<file path="config.mk">
export PLATFORM = sky130hd
export DESIGN_NAME = twc_top
export DESIGN_NICKNAME = d
export VERILOG_FILES = /design/src/include/twc_pkg.sv /design/src/rtl/twc_top.sv
export VERILOG_INCLUDE_DIRS = /design/src /design/src/include
export SDC_FILE = /design/constraint.sdc
export NUM_CORES = 1
export LEC_CHECK = 0
export ABC_AREA = 1
export BUFFER_PORTS_ARGS = -buffer_cell sky130_fd_sc_hd__buf_4
export CAP_MARGIN = 10
export CORE_AREA = 2 2 131 133
export DETAILED_ROUTE_END_ITERATION = 8
export DIE_AREA = 0 0 133 135
export PLACE_DENSITY = 0.87
export SETUP_SLACK_MARGIN = 0.15
export SYNTH_ARGS = -nofsm -noshare
export SYNTH_HDL_FRONTEND = slang
export SYNTH_SLANG_ARGS = --single-unit
</file>
<file path="constraint.sdc">
create_clock -name clk_sys -period 11.55 [get_ports clk_sys]
set_input_delay 2.31 -clock clk_sys [delete_from_list [all_inputs] [get_ports clk_sys]]
set_output_delay 2.31 -clock clk_sys [all_outputs]
set_load 0.01 [all_outputs]
</file>
<file path="src/include/twc_params.svh">
`ifndef TWC_PARAMS_SVH
`define TWC_PARAMS_SVH
// Summary of operation
// - A nonzero channel action field lets the waveform replace the pin's port function.
// - Waveform reaches a pin only with its direction bit and enable bit set.
// - Enable bit 0 or action 00 keeps the pin in normal port operation.
// - Non-PWM modes: 01 toggles, 10 clears, 11 sets the output on match.
// - Fast PWM: 10 clears on match, sets at TOP; 11 the inverse.
// - PWM action 01 disconnects unless top mode bit set; then A toggles, B reserved.
// - Fast PWM with compare equal TOP ignores the match and acts at TOP.
// - Dual-slope: 10 clears on up-count match, sets on down; 11 reversed.
// - Control bits 3:2 are reserved, read zero and do nothing.
// - Mode is two low bits here plus two high bits elsewhere.
// - Modes 0, 4, 12 count up, TOP FFFF/A/capture, immediate update, overflow at MAX.
// - Modes 1-3 dual-slope TOP 00FF/01FF/03FF, load at TOP, overflow at BOTTOM.
// - Modes 10, 11 dual-slope TOP capture/A, load at TOP, overflow at BOTTOM.
// - Modes 8, 9 dual-slope TOP capture/A, load and overflow at BOTTOM.
// - Fast modes 5-7 fixed TOP, 14/15 capture/A TOP; load and overflow at TOP.
// - The two high mode bits sit at bits 4:3 of the second control register.
// - Dual-slope counting runs from BOTTOM 0000 up to TOP and back down.

// ****************************************
// Register offsets
// ****************************************
`define TWC_ADDR_W 4
`define TWC_OFS_WAVE_CTRL 4'h0
`define TWC_OFS_CTRL_B 4'h1
`define TWC_OFS_PIN_EN 4'h2
`define TWC_OFS_COUNTER 4'h3
`define TWC_OFS_CMP_A 4'h4
`define TWC_OFS_CMP_B 4'h5
`define TWC_OFS_CAPTURE 4'h6
`define TWC_OFS_PIN_DIR 4'h7
`define TWC_OFS_INT_STATUS 4'h8
`define TWC_OFS_INT_MASK 4'h9

// ****************************************
// Field positions and reset values
// ****************************************
`define TWC_ACT_A_HI 7
`define TWC_ACT_A_LO 6
`define TWC_ACT_B_HI 5
`define TWC_ACT_B_LO 4
`define TWC_MODE_LO_HI 1
`define TWC_MODE_LO_LO 0
`define TWC_MODE_HI_HI 4
`define TWC_MODE_HI_LO 3
`define TWC_INT_OVF 0
`define TWC_INT_MATCH_A 1
`define TWC_INT_MATCH_B 2
`define TWC_RST_8 8'h00
`define TWC_RST_16 16'h0000
`define TWC_RST_INT 3'h0

// ****************************************
// Counter limits
// ****************************************
`define TWC_BOTTOM 16'h0000
`define TWC_MAX 16'hFFFF
`define TWC_TOP_8 16'h00FF
`define TWC_TOP_9 16'h01FF
`define TWC_TOP_10 16'h03FF
`endif

</file>
<file path="src/include/twc_pkg.sv">
package twc_pkg;
  typedef enum logic [1:0] {
    TWC_ACT_OFF = 2'h0,
    TWC_ACT_TOGGLE = 2'h1,
    TWC_ACT_CLEAR = 2'h2,
    TWC_ACT_SET = 2'h3
  } twc_action_type;

  typedef enum logic [1:0] {
    TWC_KIND_NONPWM = 2'h0,
    TWC_KIND_FAST = 2'h1,
    TWC_KIND_DUAL = 2'h2
  } twc_kind_type;

  typedef struct packed {
    logic [3:0] addr;
    logic [15:0] wdata;
    logic wr;
    logic rd;
  } twc_bus_req_type;
endpackage

</file>
<file path="src/rtl/twc_top.sv">
`include "twc_params.svh"
module twc_top #(
  parameter int PINS_PER_CHAN = 4
) (
  input wire logic clk_sys,
  input wire logic rst,
  input wire twc_pkg::twc_bus_req_type bus_req,
  output logic [15:0] bus_rdata,
  input wire logic timer_clk_en,
  input wire logic [2*PINS_PER_CHAN-1:0] port_data,
  output logic [2*PINS_PER_CHAN-1:0] pin_out,
  output logic [2*PINS_PER_CHAN-1:0] pin_oe_n,
  output logic chan_a_wave_out,
  output logic chan_b_wave_out,
  output logic irq
);
  import twc_pkg::*;

  localparam int NP = 2 * PINS_PER_CHAN;

  // ****************************************
  // State
  // ****************************************
  logic [7:0] wave_compare_control_r, wave_compare_control_nxt;
  logic [1:0] wave_mode_high_bits_r, wave_mode_high_bits_nxt;
  logic [NP-1:0] pin_enable_control_r, pin_enable_control_nxt;
  logic [NP-1:0] pin_dir_r, pin_dir_nxt;
  logic [15:0] counter_value_r, counter_value_nxt;
  logic [15:0] cmp_a_buf_r, cmp_a_buf_nxt;
  logic [15:0] cmp_b_buf_r, cmp_b_buf_nxt;
  logic [15:0] compare_value_a_r, compare_value_a_nxt;
  logic [15:0] compare_value_b_r, compare_value_b_nxt;
  logic [15:0] capture_value_r, capture_value_nxt;
  logic count_down_r, count_down_nxt;
  logic [2:0] int_status_r, int_status_nxt;
  logic [2:0] int_mask_r, int_mask_nxt;
  logic [15:0] rdata_r, rdata_nxt;
  logic irq_r, irq_nxt;
  logic [1:0] wave_r, wave_nxt;
  logic [NP-1:0] pin_out_r, pin_out_nxt;
  logic [NP-1:0] pin_oe_n_r, pin_oe_n_nxt;

  // ****************************************
  // Mode decode
  // ****************************************
  logic [3:0] wave_mode_sel;
  logic wave_mode_top_bit;
  twc_kind_type kind;
  logic [15:0] top_val;
  logic load_at_top, load_at_bottom, ovf_at_bottom, ovf_at_top;
  logic at_top, at_bottom;
  logic [1:0] match;
  logic [1:0] connected;
  logic [1:0] chan_act [2];
  logic [15:0] chan_cmp [2];

  assign wave_mode_sel = {wave_mode_high_bits_r,
    wave_compare_control_r[`TWC_MODE_LO_HI:`TWC_MODE_LO_LO]};
  assign wave_mode_top_bit = wave_mode_sel[3];
  assign chan_act[0] = wave_compare_control_r[`TWC_ACT_A_HI:`TWC_ACT_A_LO];
  assign chan_act[1] = wave_compare_control_r[`TWC_ACT_B_HI:`TWC_ACT_B_LO];
  assign chan_cmp[0] = compare_value_a_r;
  assign chan_cmp[1] = compare_value_b_r;

  always_comb begin
    kind = TWC_KIND_NONPWM;
    top_val = `TWC_MAX;
    load_at_top = 1'b0;
    load_at_bottom = 1'b0;
    unique case (wave_mode_sel)
      4'h0: top_val = `TWC_MAX;
      4'h4: top_val = compare_value_a_r;
      4'hC: top_val = capture_value_r;
      4'hD: top_val = `TWC_MAX;
      4'h1, 4'h2, 4'h3: begin
        kind = TWC_KIND_DUAL;
        load_at_top = 1'b1;
        top_val = (wave_mode_sel[1:0] == 2'h1) ? `TWC_TOP_8 :
          (wave_mode_sel[1:0] == 2'h2) ? `TWC_TOP_9 : `TWC_TOP_10;
      end
      4'hA, 4'hB: begin
        kind = TWC_KIND_DUAL;
        load_at_top = 1'b1;
        top_val = wave_mode_sel[0] ? compare_value_a_r : capture_value_r;
      end
      4'h8, 4'h9: begin
        kind = TWC_KIND_DUAL;
        load_at_bottom = 1'b1;
        top_val = wave_mode_sel[0] ? compare_value_a_r : capture_value_r;
      end
      4'h5, 4'h6, 4'h7: begin
        kind = TWC_KIND_FAST;
        load_at_top = 1'b1;
        top_val = (wave_mode_sel[1:0] == 2'h1) ? `TWC_TOP_8 :
          (wave_mode_sel[1:0] == 2'h2) ? `TWC_TOP_9 : `TWC_TOP_10;
      end
      4'hE, 4'hF: begin
        kind = TWC_KIND_FAST;
        load_at_top = 1'b1;
        top_val = wave_mode_sel[0] ? compare_value_a_r : capture_value_r;
      end
    endcase
  end

  assign at_top = timer_clk_en && (counter_value_r == top_val);
  assign at_bottom = timer_clk_en && (counter_value_r == `TWC_BOTTOM);
  assign ovf_at_bottom = (kind == TWC_KIND_DUAL) && at_bottom && count_down_r;
  assign ovf_at_top = (kind == TWC_KIND_FAST) && at_top;

  // ****************************************
  // Channel wave logic
  // ****************************************
  logic [1:0] wave_calc;
  logic [NP-1:0] drive_pin;

  for (genvar ch = 0; ch < 2; ch++) begin : g_chan
    logic pwm;
    assign pwm = (kind != TWC_KIND_NONPWM);
    assign match[ch] = timer_clk_en && (counter_value_r == chan_cmp[ch]);
    assign connected[ch] = (chan_act[ch] != TWC_ACT_OFF) &&
      !(pwm && chan_act[ch] == TWC_ACT_TOGGLE &&
      (!wave_mode_top_bit || ch == 1));
    always_comb begin
      wave_calc[ch] = wave_r[ch];
      unique case (kind)
        TWC_KIND_NONPWM: begin
          if (match[ch]) begin
            unique case (chan_act[ch])
              TWC_ACT_TOGGLE: wave_calc[ch] = !wave_r[ch];
              TWC_ACT_CLEAR: wave_calc[ch] = 1'b0;
              TWC_ACT_SET: wave_calc[ch] = 1'b1;
              TWC_ACT_OFF: wave_calc[ch] = wave_r[ch];
            endcase
          end
        end
        TWC_KIND_FAST: begin
          if (chan_act[ch] == TWC_ACT_TOGGLE) begin
            if (match[ch] && wave_mode_top_bit && ch == 0) begin
              wave_calc[ch] = !wave_r[ch];
            end
          end else if (chan_act[ch][1]) begin
            if (at_top) begin
              wave_calc[ch] = !chan_act[ch][0];
            end else if (match[ch]) begin
              wave_calc[ch] = chan_act[ch][0];
            end
          end
        end
        default: begin
          if (match[ch]) begin
            if (chan_act[ch] == TWC_ACT_TOGGLE) begin
              if (wave_mode_top_bit && ch == 0) begin
                wave_calc[ch] = !wave_r[ch];
              end
            end else if (chan_act[ch][1]) begin
              wave_calc[ch] = chan_act[ch][0] ^ count_down_r;
            end
          end
        end
      endcase
    end
  end

  for (genvar p = 0; p < NP; p++) begin : g_pin
    assign drive_pin[p] = connected[p / PINS_PER_CHAN] &&
      pin_enable_control_r[p] && pin_dir_r[p];
  end

  // ****************************************
  // Next state
  // ****************************************
  logic wr_hit, rd_hit;
  logic cnt_write;

  always_comb begin
    wave_compare_control_nxt = wave_compare_control_r;
    wave_mode_high_bits_nxt = wave_mode_high_bits_r;
    pin_enable_control_nxt = pin_enable_control_r;
    pin_dir_nxt = pin_dir_r;
    counter_value_nxt = counter_value_r;
    cmp_a_buf_nxt = cmp_a_buf_r;
    cmp_b_buf_nxt = cmp_b_buf_r;
    compare_value_a_nxt = compare_value_a_r;
    compare_value_b_nxt = compare_value_b_r;
    capture_value_nxt = capture_value_r;
    count_down_nxt = count_down_r;
    int_mask_nxt = int_mask_r;
    rdata_nxt = `TWC_RST_16;
    wr_hit = bus_req.wr;
    rd_hit = bus_req.rd;
    cnt_write = wr_hit && (bus_req.addr == `TWC_OFS_COUNTER);

    // Counting sequence
    if (timer_clk_en && !cnt_write) begin
      if (kind == TWC_KIND_DUAL) begin
        if (!count_down_r && counter_value_r == top_val) begin
          count_down_nxt = (top_val != `TWC_BOTTOM);
          counter_value_nxt = count_down_nxt ? counter_value_r - 16'h0001 : counter_value_r;
        end else if (count_down_r && counter_value_r == `TWC_BOTTOM) begin
          count_down_nxt = 1'b0;
          counter_value_nxt = (top_val == `TWC_BOTTOM) ? `TWC_BOTTOM : 16'h0001;
        end else begin
          counter_value_nxt = count_down_r ? counter_value_r - 16'h0001 :
            counter_value_r + 16'h0001;
        end
      end else begin
        count_down_nxt = 1'b0;
        counter_value_nxt = (counter_value_r == top_val) ? `TWC_BOTTOM :
          counter_value_r + 16'h0001;
      end
    end

    // Buffered compare load
    if ((load_at_top && at_top) || (load_at_bottom && at_bottom)) begin
      compare_value_a_nxt = cmp_a_buf_r;
      compare_value_b_nxt = cmp_b_buf_r;
    end

    if (wr_hit) begin
      unique case (bus_req.addr)
        `TWC_OFS_WAVE_CTRL: begin
          wave_compare_control_nxt = {bus_req.wdata[7:4], 2'b00, bus_req.wdata[1:0]};
        end
        `TWC_OFS_CTRL_B: begin
          wave_mode_high_bits_nxt =
            bus_req.wdata[`TWC_MODE_HI_HI:`TWC_MODE_HI_LO];
        end
        `TWC_OFS_PIN_EN: pin_enable_control_nxt = bus_req.wdata[NP-1:0];
        `TWC_OFS_COUNTER: counter_value_nxt = bus_req.wdata;
        `TWC_OFS_CMP_A: begin
          cmp_a_buf_nxt = bus_req.wdata;
          if (kind == TWC_KIND_NONPWM) begin
            compare_value_a_nxt = bus_req.wdata;
          end
        end
        `TWC_OFS_CMP_B: begin
          cmp_b_buf_nxt = bus_req.wdata;
          if (kind == TWC_KIND_NONPWM) begin
            compare_value_b_nxt = bus_req.wdata;
          end
        end
        `TWC_OFS_CAPTURE: capture_value_nxt = bus_req.wdata;
        `TWC_OFS_PIN_DIR: pin_dir_nxt = bus_req.wdata[NP-1:0];
        `TWC_OFS_INT_MASK: int_mask_nxt = bus_req.wdata[2:0];
        default: ;
      endcase
    end

    if (rd_hit) begin
      unique case (bus_req.addr)
        `TWC_OFS_WAVE_CTRL: rdata_nxt = {8'h00, wave_compare_control_r};
        `TWC_OFS_CTRL_B: rdata_nxt = {11'h000, wave_mode_high_bits_r, 3'h0};
        `TWC_OFS_PIN_EN: rdata_nxt = 16'(pin_enable_control_r);
        `TWC_OFS_COUNTER: rdata_nxt = counter_value_r;
        `TWC_OFS_CMP_A: rdata_nxt = cmp_a_buf_r;
        `TWC_OFS_CMP_B: rdata_nxt = cmp_b_buf_r;
        `TWC_OFS_CAPTURE: rdata_nxt = capture_value_r;
        `TWC_OFS_PIN_DIR: rdata_nxt = 16'(pin_dir_r);
        `TWC_OFS_INT_STATUS: rdata_nxt = {13'h0000, int_status_r};
        `TWC_OFS_INT_MASK: rdata_nxt = {13'h0000, int_mask_r};
        default: rdata_nxt = `TWC_RST_16;
      endcase
    end

    // Sticky events, set wins over write-one clear
    int_status_nxt = int_status_r;
    if (wr_hit && bus_req.addr == `TWC_OFS_INT_STATUS) begin
      int_status_nxt = int_status_r & ~bus_req.wdata[2:0];
    end
    if ((kind == TWC_KIND_NONPWM && timer_clk_en && counter_value_r == `TWC_MAX)
        || ovf_at_bottom || ovf_at_top) begin
      int_status_nxt[`TWC_INT_OVF] = 1'b1;
    end
    if (match[0]) begin
      int_status_nxt[`TWC_INT_MATCH_A] = 1'b1;
    end
    if (match[1]) begin
      int_status_nxt[`TWC_INT_MATCH_B] = 1'b1;
    end
    irq_nxt = |(int_status_nxt & int_mask_nxt);

    // Waveform and pin muxing
    wave_nxt = wave_calc;
    for (int p = 0; p < NP; p++) begin
      pin_out_nxt[p] = drive_pin[p] ? wave_calc[p / PINS_PER_CHAN] : port_data[p];
      pin_oe_n_nxt[p] = drive_pin[p] ? 1'b0 : !pin_dir_nxt[p];
    end
  end

  // ****************************************
  // Registers
  // ****************************************
  always_ff @(posedge clk_sys or posedge rst) begin
    if (rst) begin
      wave_compare_control_r <= `TWC_RST_8;
      wave_mode_high_bits_r <= 2'b00;
      pin_enable_control_r <= '0;
      pin_dir_r <= '0;
      counter_value_r <= `TWC_RST_16;
      cmp_a_buf_r <= `TWC_RST_16;
      cmp_b_buf_r <= `TWC_RST_16;
      compare_value_a_r <= `TWC_RST_16;
      compare_value_b_r <= `TWC_RST_16;
      capture_value_r <= `TWC_RST_16;
      count_down_r <= 1'b0;
      int_status_r <= `TWC_RST_INT;
      int_mask_r <= `TWC_RST_INT;
      rdata_r <= `TWC_RST_16;
      irq_r <= 1'b0;
      wave_r <= 2'b00;
      pin_out_r <= '0;
      pin_oe_n_r <= '1;
    end else begin
      wave_compare_control_r <= wave_compare_control_nxt;
      wave_mode_high_bits_r <= wave_mode_high_bits_nxt;
      pin_enable_control_r <= pin_enable_control_nxt;
      pin_dir_r <= pin_dir_nxt;
      counter_value_r <= counter_value_nxt;
      cmp_a_buf_r <= cmp_a_buf_nxt;
      cmp_b_buf_r <= cmp_b_buf_nxt;
      compare_value_a_r <= compare_value_a_nxt;
      compare_value_b_r <= compare_value_b_nxt;
      capture_value_r <= capture_value_nxt;
      count_down_r <= count_down_nxt;
      int_status_r <= int_status_nxt;
      int_mask_r <= int_mask_nxt;
      rdata_r <= rdata_nxt;
      irq_r <= irq_nxt;
      wave_r <= wave_nxt;
      pin_out_r <= pin_out_nxt;
      pin_oe_n_r <= pin_oe_n_nxt;
    end
  end

  assign bus_rdata = rdata_r;
  assign irq = irq_r;
  assign pin_out = pin_out_r;
  assign pin_oe_n = pin_oe_n_r;
  assign chan_a_wave_out = wave_r[0];
  assign chan_b_wave_out = wave_r[1];
endmodule

</file>
==> reports/qor.yml <==
outcome:
  run_status: "finished clean"
sta:
  hold_violation_count_in_the_final_report: 0
  max_clock_freq_ghz: 0.202
  slew_viol_final: 0
  setup_viol: 0
  fin_crit_sh_pct: 42.8
  relSlewSlack_pct: 21.8
  rsz0062_at_grt: "false"
  fin_skew_ps: 13.3
  setup_slack_ps: 6610
  setup_tns_ps: 0
  fin_crit_ps: 4940
  worstMarginPinSlew_ps: 1170
placed_design:
  detailedPlacementHpwl_um: 24700
  gp_congestion: 0.982
  io_buffer_count: 67
  place_worst_setup_slack_ps: 6480
clocking:
  tritoncts: "done"
  cts.reportedPaths.clkPinSlew_ps: 70
  cts.htree.levels: 4
  tritoncts.num_buffers: 17
  clkSinkCount: 162
  clk_latency_ps: 440
  cts_max_path_buffers: 2
  ctsResizeCount: 0
  hold_buffers: 0
  clock_tree.root_cell: "sky130_fd_sc_hd__clkbuf_16"
  post-cts-setup-buffer-count: 0
final_layout:
  area_growth_pct: 10.9
  n_fill_cell: 1384
  mostFrequentLayoutCell: "sky130_fd_sc_hd__nand2_1"
  final_nets: 1525
  drive_gt1_share_pct: 10.0
  final_cell_mix: "sky130_fd_sc_hd__nand2_1, sky130_fd_sc_hd__dfrtp_1, sky130_fd_sc_hd__nor2_1"
  multiInputGateArea_mm2: 0.00541
  antenna_cells_inserted: 0
  seqCellArea_mm2: 0.00406
routing:
  routed_wirelength_um: 35000
  dr_total_vias: 11000
  drtIter0Drc: 1795
  residual_drc: 0
  wl_per_cell_um: 20.3
  detailedRoute.firstPassIterationCount: 8
  antenna_left: 0
  via_per_inst: 6.41
floorplanning:
  io-pin-count: 68
  die_h_um: 135
  floorplan.rows: 47
  die-width_um: 133
  core_area_mm2: 0.0164
  initial_core_util_pct: 62.7
  floorplan.die_area_mm2: 0.0180
critical_path:
  worst-endpoint-required_ps: 11880
  critPathCaptureType: "flop"
  critical_path_arrival_ps: 5270
  cp_max_fo: 33
  timing_worst_setup_path_type: "reg -> reg"
  startpoint_type: "flop"
global_route:
  grt_overflow: 0
  grt_most_used_layer: "met2"
  met2_usage_pct: 58.9
  grt_pass1_vias: 9939
  grt_pass1_wl_um: 55000
  maximum_number_of_pins_on_one_net_before_global_route_repair: 98
  grt.met3_usage_pct: 10.5
  grt_use_met1_pct: 55.7
  grt_antenna_before_repair: 0
  groute.usage.overall_pct: 39.6
power:
  power.share.sequential_pct: 36.8
  cell_internal_pwr_mw: 1.44
  power_switching_mw: 1.16
  combinationalPowerShare_pct: 39.4
  power_leakage_nw: 5.55
  switching_share_pct: 44.6
  max-vdd-ir-drop_uv: 129
  power.share.clock_pct: 23.8
  power.density_cell_area_mw_per_mm2: 228
logic_synthesis:
  synth.net_count: 1509
  synth.ff_latch_count: 162
  syn-instance-count: 1470
  ys_dominant_reg_cell: "sky130_fd_sc_hd__dfrtp_1"
  synth_enable_flop_cells: 0
  synth.yosys.warnings: 0
  seq_area_frac_synth_pct: 39.5
  synth.cell_area_mm2: 0.0103
  postSynthAreaPerCell_um2: 7.00
  asyncSetResetFlopFracSynth_pct: 100
  ys_types: 46
hold_path:
  hold_class: "reg -> reg"
flow_run:
  cap_violations: 0
==> power by group through the flow <==
stage / Clock (mW) / Combinational [mW] / Sequential [mW]
6_report: 0.619 / 1.03 / 0.956
3_3_place_gp: 0 / 0.962 / 0.940
5_1_grt: 0.644 / 1.14 / 0.964
2_1_floorplan: 0 / 0.812 / 0.819
4_1_cts: 0.618 / 0.995 / 0.936
3_5_place_dp: 0 / 0.987 / 0.943
==> cell families (layout without fill, tap and decap cells) <==
group | after synthesis | in the layout | synth area share, %
XOR/XNOR | 30 | 30 | 2.55
adder cells (fa/ha/maj) | 6 | 6 | 0.730
buffers and inverters | 200 | 229 | 7.92
AO/OA/AOI/OAI | 315 | 315 | 17.9
AND/OR/NAND/NOR | 757 | 757 | 31.4
flip-flops | 162 | 162 | 39.5
==> cell type report <==
class                      count  area share (%)
multi-input combinational   1108            47.4
sequential                   162            35.6
clock inverter                13            1.78
inverter                     124            4.14
tap                          220            2.41
clock buffer                  19            3.80
timing repair buffer          73            4.80
==> cells in the mapped netlist, types with 8 or more instances <==
| library cell | count | area [µm²] |
|---|---|---|
| sky130_fd_sc_hd__buf_2 | 11 | 55.1 |
| sky130_fd_sc_hd__clkinv_1 | 8 | 30.0 |
| sky130_fd_sc_hd__nor2_1 | 147 | 552 |
| sky130_fd_sc_hd__nand4_1 | 23 | 144 |
| sky130_fd_sc_hd__nand2_1 | 420 | 1580 |
| sky130_fd_sc_hd__xor2_1 | 29 | 254 |
| sky130_fd_sc_hd__o22ai_1 | 15 | 93.8 |
| sky130_fd_sc_hd__nand3_1 | 108 | 541 |
| sky130_fd_sc_hd__o21ai_0 | 126 | 631 |
| sky130_fd_sc_hd__clkbuf_1 | 57 | 214 |
| sky130_fd_sc_hd__a221oi_1 | 20 | 175 |
| sky130_fd_sc_hd__dfstp_2 | 8 | 210 |
| sky130_fd_sc_hd__a21oi_1 | 96 | 480 |
| sky130_fd_sc_hd__nor4_1 | 11 | 68.8 |
| sky130_fd_sc_hd__nor3_1 | 19 | 95.1 |
| sky130_fd_sc_hd__dfrtp_1 | 154 | 3850 |
| sky130_fd_sc_hd__or2_2 | 8 | 50.1 |
| sky130_fd_sc_hd__a22oi_1 | 28 | 210 |
| sky130_fd_sc_hd__inv_1 | 112 | 420 |
==> flip-flops by register name, indices dropped and copies added (netlist names), 3 cells and up <==
signal                  flops
int_status_r                3
compare_value_b_r          16
pin_enable_control_r        8
pin_dir_r                   8
capture_value_r            16
compare_value_a_r          16
int_mask_r                  3
bus_rdata                  16
wave_compare_control_r      6
pin_out                     8
cmp_a_buf_r                16
cmp_b_buf_r                16
pin_oe_n                    8
counter_value_r            16
==> critical path: stages, from the launching register on <==
cell                       delay [ps]
sky130_fd_sc_hd__dfrtp_1          320
sky130_fd_sc_hd__buf_4            320
sky130_fd_sc_hd__clkinv_1         380
sky130_fd_sc_hd__ha_1             360
sky130_fd_sc_hd__nand3_1          400
sky130_fd_sc_hd__nand3_1          220
sky130_fd_sc_hd__nor2_4           390
sky130_fd_sc_hd__nand2_1          130
sky130_fd_sc_hd__nand3_1          110
sky130_fd_sc_hd__nand2_1           60
sky130_fd_sc_hd__nor2_1           130
sky130_fd_sc_hd__nand2_1          110
sky130_fd_sc_hd__nor2_4           270
sky130_fd_sc_hd__nand4_4          490
sky130_fd_sc_hd__nand2_2          670
sky130_fd_sc_hd__a21oi_1          160
sky130_fd_sc_hd__a22oi_1          250
==> per-stage QoR <==
stage	power, mW	utilization [%]	hold WS [ps]	instances	instance area (µm²)
finish	2.60	69.5	487	1719	11400
global route	2.75	69.5	515	1719	11400
CTS	2.55	69.5	492	1719	11400
detailed placement	1.93	65.7	475	1687	10800
global placement	1.90	65.7	467	1687	10800
floorplan	1.63	-	453	1470	10300
==> routing by layer <==
layer | routed length, µm | vias to the layer above
met1 | 13500 | 5093
li1 | - | 4930
met3 | 4840 | 138
met4 | 1410 | 0
met5 | 0 | -
met2 | 15200 | 852
==> path summary, 6_finish.rpt <==
check / from / end / slack (ps) / cells after the start
worst max-delay path: wave_compare_control_r[0] / compare_value_b_r[8] / 6610 / 16
worst min-delay path: capture_value_r[10] / capture_value_r[10] / 490 / 2
worst max register to register: wave_compare_control_r[0] / compare_value_b_r[8] / 6610 / 16
worst min register to register: capture_value_r[10] / capture_value_r[10] / 490 / 2
max in group asynchronous: rst / capture_value_r[5] / 8090 / 3
min in group asynchronous: rst / cmp_b_buf_r[15] / 2050 / 2
Power figures use the tool's default switching activity.
